### src/cwt_params.svh
`ifndef CWT_PARAMS_SVH
`define CWT_PARAMS_SVH

// Register indices; the byte address on the bus is four times the index.
`define CWT_IDX_SERVICE 16'hffff
`define CWT_IDX_CONFIG 16'h0001
`define CWT_IDX_STATUS 16'h0002
`define CWT_ADDR_W 18

// Config register fields.
`define CWT_CFG_RATE 0
`define CWT_CFG_DISABLE 1
`define CWT_CFG_STOP_EN 2
`define CWT_CFG_RESET 3'h0

// Status register fields.
`define CWT_ST_FLAG 0
`define CWT_ST_LOCK 1
`define CWT_ST_ENABLED 2
`define CWT_ST_CTR_LSB 8
`define CWT_ST_PRE_LSB 16

// Counter structure.
`define CWT_PRE_W 12
`define CWT_CTR_W 6
`define CWT_MASK_LONG 12'hfff
`define CWT_MASK_SHORT 12'h07f
`define CWT_KEEP_LOW 12'h00f

// Timing in oscillator clock cycles.
`define CWT_TIMEOUT_LONG 262128
`define CWT_TIMEOUT_SHORT 8176
`define CWT_RST_PULSE 32
`define CWT_POR_DELAY 4096

`endif

### src/cwt_pkg.sv
package cwt_pkg;

  typedef struct packed {
    logic stop_en;
    logic disable_wd;
    logic rate_short;
  } cwt_cfg_t;

  typedef struct packed {
    logic monitor_entry;
    logic vectors_blank;
    logic break_active;
    logic stop_exec;
    logic stop_mode;
    logic internal_reset;
    logic vector_fetch;
  } cwt_sys_t;

  typedef enum logic {
    CWT_RUN,
    CWT_PULSE
  } cwt_state_t;

endpackage

### src/cwt_watchdog.sv
// How it works
// - 12-bit prescaler on oscillator clock feeds 6-bit counter
// - Unserviced overflow resets after 262128 or 8176 cycles
// - Overflow drives reset pin 32 cycles, sets flag
// - Monitor entry with high voltage disables while present
// - Blank-vector monitor entry disables until power-on reset
// - Break with high voltage on reset pin disables
// - Stop clears prescaler and halts oscillator clock
// - Power-on logic clears prescaler after 4096 cycles
// - Internal reset clears prescaler and counter
// - Reset vector fetch clears the prescaler
// - Reading service address returns reset vector low byte
// - Disable input asserted means no watchdog reset ever
// - No interrupt request; reset is only action
// - Counting continues in wait mode
// - Stop when disabled gives illegal opcode reset
// - Each service starts new period; low four prescaler bits kept
// - Rate select one short, zero long; reset clears
// - Disable bit one disables, zero enables
// - Stop enable zero makes stop illegal
`timescale 1ns/100ps
`include "cwt_params.svh"

module cwt_watchdog
#(
  parameter int OSC_DIV = 1,
  parameter int POR_DELAY = `CWT_POR_DELAY
)
(
  // Clock and reset
  input wire logic pclk,
  input wire logic presetn,
  // APB slave
  input wire logic psel,
  input wire logic penable,
  input wire logic pwrite,
  input wire logic [`CWT_ADDR_W-1:0] paddr,
  input wire logic [31:0] pwdata,
  output logic [31:0] prdata,
  output logic pready,
  output logic pslverr,
  // System side
  input wire cwt_pkg::cwt_sys_t sys_in,
  input wire logic [7:0] reset_vector_low,
  // Test high voltage detectors on the pins
  input wire logic irq_hv_pin,
  input wire logic rst_hv_pin,
  // Reset outputs
  output logic reset_pin_out,
  output logic reset_pin_oe,
  output logic watchdog_reset,
  output logic illegal_opcode_reset
);
  import cwt_pkg::*;

  function automatic logic cwt_hit(input logic [`CWT_ADDR_W-1:0] a, input logic [15:0] idx);
    cwt_hit = (a[`CWT_ADDR_W-1:2] == idx) && (a[1:0] == 2'h0);
  endfunction

  function automatic logic [11:0] cwt_mask(input logic rate_short);
    cwt_mask = rate_short ? `CWT_MASK_SHORT : `CWT_MASK_LONG;
  endfunction

  logic [15:0] div_cnt;
  logic osc_tick;
  logic [12:0] por_cnt;
  logic por_done;
  logic por_clear;
  logic irq_hv_meta;
  logic irq_hv;
  logic rst_hv_meta;
  logic rst_hv;
  cwt_cfg_t cfg;
  logic cfg_locked;
  logic mon_hv;
  logic mon_blank;
  logic enabled;
  logic running;
  logic count_tick;
  logic [`CWT_PRE_W-1:0] pre;
  logic [`CWT_PRE_W-1:0] next_pre;
  logic [`CWT_CTR_W-1:0] ctr;
  logic [11:0] mask;
  logic wrap;
  logic fire;
  cwt_state_t state;
  logic [4:0] pulse_cnt;
  logic wd_flag;
  logic access;
  logic setup;
  logic wr_service;
  logic wr_config;
  logic wr_status;
  logic mapped;
  logic clear_all;
  logic stop_ok;
  logic [31:0] next_rdata;

  // The oscillator clock is an enable pulse derived from pclk.
  always_ff @(posedge pclk or negedge presetn)
  begin
    if (!presetn)
      div_cnt <= 16'h0000;
    else if (osc_tick)
      div_cnt <= 16'h0000;
    else
      div_cnt <= div_cnt + 16'h0001;
  end

  assign osc_tick = (div_cnt == 16'(OSC_DIV - 1));

  // Power-up delay; the prescaler is cleared once it expires.
  always_ff @(posedge pclk or negedge presetn)
  begin
    if (!presetn)
    begin
      por_cnt <= 13'h0000;
      por_done <= 1'b0;
    end
    else if (osc_tick && !por_done)
    begin
      por_cnt <= por_cnt + 13'h0001;
      if (por_cnt == 13'(POR_DELAY - 1))
        por_done <= 1'b1;
    end
  end

  assign por_clear = osc_tick && !por_done && (por_cnt == 13'(POR_DELAY - 1));

  // Pin detectors are asynchronous to pclk.
  always_ff @(posedge pclk or negedge presetn)
  begin
    if (!presetn)
    begin
      irq_hv_meta <= 1'b0;
      irq_hv <= 1'b0;
      rst_hv_meta <= 1'b0;
      rst_hv <= 1'b0;
    end
    else
    begin
      irq_hv_meta <= irq_hv_pin;
      irq_hv <= irq_hv_meta;
      rst_hv_meta <= rst_hv_pin;
      rst_hv <= rst_hv_meta;
    end
  end

  // APB decode. The slave answers with no wait states.
  assign access = psel && penable;
  assign setup = psel && !penable;
  assign mapped = cwt_hit(paddr, `CWT_IDX_SERVICE) || cwt_hit(paddr, `CWT_IDX_CONFIG)
    || cwt_hit(paddr, `CWT_IDX_STATUS);
  assign pready = 1'b1;
  assign pslverr = access && !mapped;
  assign wr_service = access && pwrite && cwt_hit(paddr, `CWT_IDX_SERVICE);
  assign wr_config = access && pwrite && cwt_hit(paddr, `CWT_IDX_CONFIG);
  assign wr_status = access && pwrite && cwt_hit(paddr, `CWT_IDX_STATUS);

  // Configuration is write-once after each reset, as the options latch.
  always_ff @(posedge pclk or negedge presetn)
  begin
    if (!presetn)
    begin
      cfg <= `CWT_CFG_RESET;
      cfg_locked <= 1'b0;
    end
    else if (sys_in.internal_reset || fire)
    begin
      cfg <= `CWT_CFG_RESET;
      cfg_locked <= 1'b0;
    end
    else if (wr_config && !cfg_locked)
    begin
      cfg.rate_short <= pwdata[`CWT_CFG_RATE];
      cfg.disable_wd <= pwdata[`CWT_CFG_DISABLE];
      cfg.stop_en <= pwdata[`CWT_CFG_STOP_EN];
      cfg_locked <= 1'b1;
    end
  end

  // Monitor-mode entry conditions. The blank-vector case survives
  // internal resets on purpose; only power-on clears it.
  always_ff @(posedge pclk or negedge presetn)
  begin
    if (!presetn)
      mon_blank <= 1'b0;
    else if (sys_in.monitor_entry && sys_in.vectors_blank && !irq_hv)
      mon_blank <= 1'b1;
  end

  always_ff @(posedge pclk or negedge presetn)
  begin
    if (!presetn)
      mon_hv <= 1'b0;
    else if (sys_in.monitor_entry)
      mon_hv <= irq_hv;
    else if (!irq_hv && !rst_hv)
      mon_hv <= 1'b0;
  end

  assign enabled = !cfg.disable_wd
    && !mon_hv
    && !mon_blank
    && !(sys_in.break_active && rst_hv);

  // Stop mode gates the oscillator clock; wait mode does not.
  assign running = enabled && !sys_in.stop_mode && (state == CWT_RUN);
  assign count_tick = osc_tick && running;
  assign mask = cwt_mask(cfg.rate_short);
  assign wrap = ((pre & mask) == mask);
  assign next_pre = pre + 12'h001;

  // Overflow lands where the timeout leaves the low four stages at zero,
  // which is why the periods fall 16 cycles short of a power of two.
  assign fire = count_tick && (ctr == 6'h3f)
    && ((next_pre & mask) == (mask & ~`CWT_KEEP_LOW));

  assign stop_ok = sys_in.stop_exec && cfg.stop_en;
  assign clear_all = sys_in.internal_reset || fire || !enabled;

  always_ff @(posedge pclk or negedge presetn)
  begin
    if (!presetn)
      pre <= 12'h000;
    else if (clear_all)
      pre <= 12'h000;
    else if (stop_ok || sys_in.stop_mode)
      pre <= 12'h000;
    else if (por_clear)
      pre <= 12'h000;
    else if (sys_in.vector_fetch)
      pre <= 12'h000;
    else if (wr_service)
      pre <= pre & `CWT_KEEP_LOW;
    else if (count_tick)
      pre <= next_pre;
  end

  always_ff @(posedge pclk or negedge presetn)
  begin
    if (!presetn)
      ctr <= 6'h00;
    else if (clear_all || wr_service)
      ctr <= 6'h00;
    else if (count_tick && wrap)
      ctr <= ctr + 6'h01;
  end

  // Reset pulse on the pin, timed in oscillator cycles.
  always_ff @(posedge pclk or negedge presetn)
  begin
    if (!presetn)
    begin
      state <= CWT_RUN;
      pulse_cnt <= 5'h00;
    end
    else
    begin
      case (state)
        CWT_RUN:
        begin
          if (fire)
          begin
            state <= CWT_PULSE;
            pulse_cnt <= 5'h00;
          end
        end
        CWT_PULSE:
        begin
          if (osc_tick)
          begin
            pulse_cnt <= pulse_cnt + 5'h01;
            if (pulse_cnt == 5'(`CWT_RST_PULSE - 1))
              state <= CWT_RUN;
          end
        end
        default:
          state <= CWT_RUN;
      endcase
    end
  end

  // Open-drain reset pin: driven low only during the pulse.
  assign reset_pin_out = 1'b0;
  assign reset_pin_oe = (state == CWT_PULSE);
  assign watchdog_reset = (state == CWT_PULSE);

  // Reset cause flag; a new overflow wins over a software clear.
  always_ff @(posedge pclk or negedge presetn)
  begin
    if (!presetn)
      wd_flag <= 1'b0;
    else if (fire)
      wd_flag <= 1'b1;
    else if (wr_status && pwdata[`CWT_ST_FLAG])
      wd_flag <= 1'b0;
  end

  always_ff @(posedge pclk or negedge presetn)
  begin
    if (!presetn)
      illegal_opcode_reset <= 1'b0;
    else
      illegal_opcode_reset <= sys_in.stop_exec && !cfg.stop_en;
  end

  // Read data is captured in the setup cycle so that it comes from a flop.
  always_comb
  begin
    next_rdata = 32'h0000_0000;
    if (cwt_hit(paddr, `CWT_IDX_SERVICE))
      next_rdata[7:0] = reset_vector_low;
    else if (cwt_hit(paddr, `CWT_IDX_CONFIG))
    begin
      next_rdata[`CWT_CFG_RATE] = cfg.rate_short;
      next_rdata[`CWT_CFG_DISABLE] = cfg.disable_wd;
      next_rdata[`CWT_CFG_STOP_EN] = cfg.stop_en;
    end
    else if (cwt_hit(paddr, `CWT_IDX_STATUS))
    begin
      next_rdata[`CWT_ST_FLAG] = wd_flag;
      next_rdata[`CWT_ST_LOCK] = cfg_locked;
      next_rdata[`CWT_ST_ENABLED] = enabled;
      next_rdata[`CWT_ST_CTR_LSB +: `CWT_CTR_W] = ctr;
      next_rdata[`CWT_ST_PRE_LSB +: `CWT_PRE_W] = pre;
    end
  end

  always_ff @(posedge pclk or negedge presetn)
  begin
    if (!presetn)
      prdata <= 32'h0000_0000;
    else if (setup && !pwrite)
      prdata <= next_rdata;
  end

endmodule // cwt_watchdog

### config.mk
export PLATFORM = sky130hd
export DESIGN_NAME = cwt_watchdog
export DESIGN_NICKNAME = d
export VERILOG_FILES = /design/src/cwt_pkg.sv /design/src/cwt_watchdog.sv
export VERILOG_INCLUDE_DIRS = /design/src
export SDC_FILE = /design/constraint.sdc
export NUM_CORES = 1
export LEC_CHECK = 0
export BUFFER_PORTS_ARGS = -buffer_cell sky130_fd_sc_hd__buf_2
export CORE_MARGIN = 5
export CORE_UTILIZATION = 46
export DETAILED_ROUTE_END_ITERATION = 8
export GPL_TIMING_DRIVEN = 0
export PLACE_DENSITY = 0.8
export SLEW_MARGIN = 15
export SYNTH_ARGS = -nofsm -noshare
export SYNTH_HDL_FRONTEND = slang
export SYNTH_SLANG_ARGS = --single-unit
export TNS_END_PERCENT = 30
### constraint.sdc
create_clock -name pclk -period 5.5 [get_ports pclk]
set_input_delay 0.275 -clock pclk [delete_from_list [all_inputs] [get_ports pclk]]
set_output_delay 0.275 -clock pclk [all_outputs]
set_load 0.1 [all_outputs]
**Word level (Yosys, flattened, before mapping)**

Index checks and enable logic that the tools add are counted.

- Bits in registers: 92
- Output and inout port bits: 38

- $add $sub $neg: 5
- Equal/unequal tests: 11
- Muxes and demuxes: 35
- Bitwise operators: 3
- Reduce and logical (&&, ||, !) cells: 61

Operators with widths:

| operator | count |
|---|---|
| two-way mux 12 bit | 10 |
| logical AND 1 bit | 30 |
| two-way mux 6 bit | 5 |
| bitwise AND 12 bit | 2 |
| == test 12 bit | 2 |
| adder 16 x 1 -> 16 bit, second input constant | 1 |
| == test 16 x 1 -> 1 bit, second input constant | 1 |
| == test 16 bit, second input constant | 1 |
| == test 16 x 2 -> 1 bit, second input constant | 1 |
| zero test 16 bit | 1 |
| two-way mux 16 bit | 1 |
| two-way mux 3 bit | 5 |
| two-way mux 5 bit | 3 |
| zero test 1 bit | 14 |
| adder 13 x 1 -> 13 bit, second input constant | 1 |
| == test 13 x 12 -> 1 bit, second input constant | 1 |
| adder 12 x 1 -> 12 bit, second input constant | 1 |
| case mux 5 bit (2 select lines) | 1 |
| two-way mux 1 bit | 9 |
| nonzero test 2 bit | 4 |
| adder 6 x 1 -> 6 bit, second input constant | 1 |
| == test 6 bit, second input constant | 1 |
| logical OR 1 bit | 6 |
| AND reduction 2 bit | 3 |
| other kinds (9) | 10 |

**Depth between registers and ports, before layout**

- Depth after elaboration: 13
- Gate-level depth with buffers: 9
- Gate-level depth less buffers: 8

**Worst setup path before layout**

No wires, ideal clock.

- Path kind: input to output
- From: input paddr[7]
- To: output pslverr
- Data arrival time: 3.528 ns
- Setup slack: 1.697 ns
- Stages on the path: 5
- Path buffers: 1
- Path through: nor4_1 nand4_1 nor3b_1 clkbuf_1 nor4_1

- Longest elaborated chain between the ends: 6
- Elaborated cells on any way between the ends: 10

RTL lines:

| what | line | source |
|---|---|---|
| start: declaration | cwt_watchdog.sv:37 | `` input wire logic [`CWT_ADDR_W-1:0] paddr, `` |
| == test 16 bit / == test 16 x 1 -> 1 bit (equally long branches) | cwt_watchdog.sv:57 | `` cwt_hit = (a[`CWT_ADDR_W-1:2] == idx) && (a[1:0] == 2'h0); `` |
| logical AND 1 bit | cwt_watchdog.sv:57 |  |
| logical OR 1 bit | cwt_watchdog.sv:152 | `` assign mapped = cwt_hit(paddr, `CWT_IDX_SERVICE) \|\| cwt_hit(paddr, `CWT_IDX_CONFIG) `` |
| logical OR 1 bit (*) | cwt_watchdog.sv:152 |  |
| zero test 1 bit (*) | cwt_watchdog.sv:155 | `assign pslverr = access && !mapped;` |
| logical AND 1 bit (*) | cwt_watchdog.sv:155 |  |
| end: declaration | cwt_watchdog.sv:41 | `output logic pslverr,` |

Mark *: on every way between the ends. The rest lies on a longest branch, timed or not.

**Worst setup path in the final report**

- From: register pre[1]
- To: register pre[6]

- Longest elaborated chain between the ends: 7
- Elaborated cells on any way between the ends: 13

RTL lines:

| what | line | source |
|---|---|---|
| start: declaration | cwt_watchdog.sv:80 | `` logic [`CWT_PRE_W-1:0] pre; `` |
| start signal: assignment | cwt_watchdog.sv:235 | `` pre <= pre & `CWT_KEEP_LOW; `` |
| start signal: assignment | cwt_watchdog.sv:237 | `pre <= next_pre;` |
| adder 12 x 1 -> 12 bit (*) | cwt_watchdog.sv:212 | `assign next_pre = pre + 12'h001;` |
| bitwise AND 12 bit / two-way mux 12 bit (equally long branches) | cwt_watchdog.sv:217, cwt_watchdog.sv:236 |  |
| == test 12 bit / two-way mux 12 bit (equally long branches) | cwt_watchdog.sv:217, cwt_watchdog.sv:234 |  |
| logical AND 1 bit / two-way mux 12 bit (equally long branches) | cwt_watchdog.sv:216, cwt_watchdog.sv:232 |  |
| logical OR 1 bit / two-way mux 12 bit (equally long branches) | cwt_watchdog.sv:220, cwt_watchdog.sv:230 |  |
| logical OR 1 bit / two-way mux 12 bit (equally long branches) | cwt_watchdog.sv:220, cwt_watchdog.sv:228 |  |
| nonzero test 6 bit (no source line) / two-way mux 12 bit (equally long branches) | n/a |  |

Mark *: on every way between the ends. The rest lies on a longest branch, timed or not. The select of a mux whose other input is x is not followed.
A chain may end at the register's enable or synchronous reset.

==> flow_summary.json <==
{
  "synthDistinctLibCells": 49,
  "grt_setup_unrepaired": "false",
  "max-vdd-ir-drop_uv": 177,
  "cts_root_buffer": "clkbuf_8",
  "yosysMostFrequentCell": "dfrtp_1",
  "fp-row-count": 35,
  "yosysTopAreaCellShare_pct": 51.7,
  "power_frac_clock_pct": 35.0,
  "synthTopCellsByCount": "dfrtp_1 (92), nand2_1 (79), nand3_1 (45)",
  "setup_violations": 0,
  "dpl.hpwl_um": 7200,
  "io_buffers": 72,
  "switchingPower_mw": 0.347,
  "min_period_over_period_pct": 44.2,
  "power_frac_seq_pct": 55.7,
  "die-area_um2": 11700,
  "die_y_um": 108,
  "criticalPathCategory": "flop to flop",
  "antenna_found_initial": 0,
  "core_um2": 9330,
  "htree_levels": 3,
  "nets": 628,
  "slew_headroom_pct": 56.9,
  "chipWidth_um": 108,
  "finalCriticalPeriod_ns": 2.43,
  "netlist_area_um2": 4450,
  "grt_pass1_wl_um": 16000,
  "synthTopCellsByArea": "dfrtp_1 (52%), nand2_1 (6.7%), xnor2_1 (6.1%)",
  "place_congestion": 0.791,
  "clkSlewWorstSetupHoldPaths_ns": 0.10,
  "ios": 110,
  "vias": 3539,
  "final_layout_size_suffix_gt1_share_pct": 20.8,
  "dr.pass1.iters": 5,
  "use_met3_pct": 5.01,
  "p_int_mw": 0.882,
  "cts_inserted_buffers": 9,
  "insertion_delay_ns": 0.36,
  "fmax_ghz": 0.411,
  "synth_area_per_cell_um2": 9.78,
  "drtIter0Drc": 297,
  "setup_tns_ns": 0,
  "power_frac_comb_pct": 9.3,
  "drv_cap": 0,
  "final_util_pct": 56.2,
  "ctsLongestPathBuffers": 2,
  "min_path_type": "primary input to flop",
  "grt_remaining_overflow": 0,
  "grt_max_degree": 49,
  "drv_slew": 0,
  "top_usage_layer": "met2",
  "ant_nets": 0,
  "synthCells": 455,
  "syn_to_final_growth_pct": 17.7,
  "post_cts_buffers": 0,
  "grt_use_met2_pct": 29.0,
  "start_kind": "flop",
  "synthFlopType": "dfrtp_1",
  "grt_pass1_vias": 3482,
  "num_antenna_cells": 0,
  "gr-usage-met1_pct": 21.2,
  "tritoncts": "built",
  "synth_enable_flop_cells": 0,
  "synth_warnings": 0,
  "finalHoldViolCount": 0,
  "power_density_nw_per_um2": 235,
  "switching_share_pct": 28.2,
  "power.leakage_nw": 2.50,
  "synth_top_cell_by_area": "dfrtp_1",
  "crit_fanout": 10,
  "status": "complete, no violations",
  "tightest_slew_ns": 0.644,
  "routedWlPerCell_um": 13.9,
  "drc": 0,
  "grt_usage_pct": 16.9,
  "ys_seq_area_share_pct": 51.7,
  "synth_async_sr_flop_share_pct": 100,
  "synth_seq_cells": 92,
  "wl_um": 9480,
  "end_kind": "flop",
  "cp.arrival_ns": 2.72,
  "cts_sinks": 92,
  "via_per_inst": 5.19,
  "start_util_pct": 47.7,
  "critPathRequiredTime_ns": 5.78,
  "clock-skew-final_ns": 0.0133
}
registers in the layout (all words and copies together) (netlist names), 3 cells and up:
register,flops
prdata,26
pre,12
ctr,6
div_cnt,16
pulse_cnt,5
cfg,3
por_cnt,13
area by class of cell:
type / instances / area (um2)
Timing Repair Buffer: 76 / 413
Inverter: 7 / 26.3
Clock inverter: 7 / 67.6
Sequential cell: 92 / 2300
Multi-Input combinational cell: 338 / 2000
Clock buffer: 9 / 124
Fill cell: 805 / 4090
Tap cell: 129 / 161
Buffer: 24 / 140
kinds of logic after synthesis:
family,Yosys count,synth area share (%)
AOI/OAI and AO/OA,34,4.87
DFF,92,51.7
and+or+nand+nor,241,27.8
other,2,0.169
xor gates and xnor gates,43,8.46
buffers and inverters,31,3.74
muxes,4,0.928
adders and majority gates,8,2.25
what timing repair did:
action,in CTS,in global routing
setup endpoints to repair,0,0
endpoints found under the hold margin,48,1
resized for setup,0,0
hold buffers,2,1
cell usage in the layout (no fill, tap or decap), types with 2 or more instances in the layout:
master          n
a21oi_1         6
a31oi_1         5
and2_1          5
and3_1         12
and4_1          5
and4b_1         2
buf_2          75
buf_4          11
clkbuf_1        9
clkbuf_8        9
clkinv_4        2
conb_1          8
dfrtp_1        92
dlygate4sd3_1   3
ha_1            8
inv_1           7
inv_6           3
mux2i_1         3
nand2_1        79
nand2b_1        2
nand3_1        45
nand3_2         2
nand4_1        11
nand4b_1        2
nor2_1         42
nor2b_1         5
nor3_1          7
nor3b_1         5
nor4_1          7
nor4_2          2
o21ai_0        10
o22a_1          2
o22ai_1         2
o31ai_1         2
xnor2_1        31
xor2_1         12
stage by stage:
stage / instances / total power, mW / setup WS, ns / cell area (um2) / hold slack, ns
3_5_place_dp: 663 / 0.811 / 3.13 / 5020 / 0.325
2_1_floorplan: 461 / 0.769 / 1.70 / 4470 / -0.0206
5_1_grt: 682 / 1.28 / 2.79 / 5240 / 0.130
6_report: 682 / 1.23 / 3.07 / 5240 / 0.144
3_3_place_gp: 662 / 0.808 / 3.15 / 4990 / 0.332
4_1_cts: 681 / 1.24 / 3.07 / 5230 / 0.0114
final timing paths:
path	slack [ns]	start	depth (start not counted)	end
hold reg to reg	0.35	rst_hv_meta	0	rst_hv
max in group asynchronous	4.38	presetn	3	div_cnt[1]
min in group asynchronous	0.45	presetn	2	prdata[8]
hold / removal	0.14	reset_vector_low[4]	3	prdata[4]
setup reg to reg	3.07	pre[1]	9	pre[6]
setup / recovery	3.07	pre[1]	9	pre[6]
critical path, stage by stage, from the launching register on:
cell,delay (ns)
dfrtp_1,0.52
ha_1,0.20
clkbuf_1,0.30
a21oi_1,0.10
nor3_1,0.15
o22ai_1,0.11
o2111ai_1,0.25
buf_2,0.29
nand3_2,0.22
nor2_1,0.19
layer usage:
metal  up-vias  wire length (um)
met3         8               738
li1       1729                 -
met2       103              4610
met4         0                96
met1      1699              4030
met5         -                 0
power groups by stage:
stage | registers (mW) | clock network (mW) | logic [mW]
2_1_floorplan | 0.726 | 0 | 0.0429
3_3_place_gp | 0.698 | 0 | 0.110
3_5_place_dp | 0.698 | 0 | 0.113
4_1_cts | 0.685 | 0.442 | 0.114
5_1_grt | 0.686 | 0.474 | 0.123
6_report | 0.685 | 0.431 | 0.114
No activity file was read; power rests on OpenSTA's default activity.
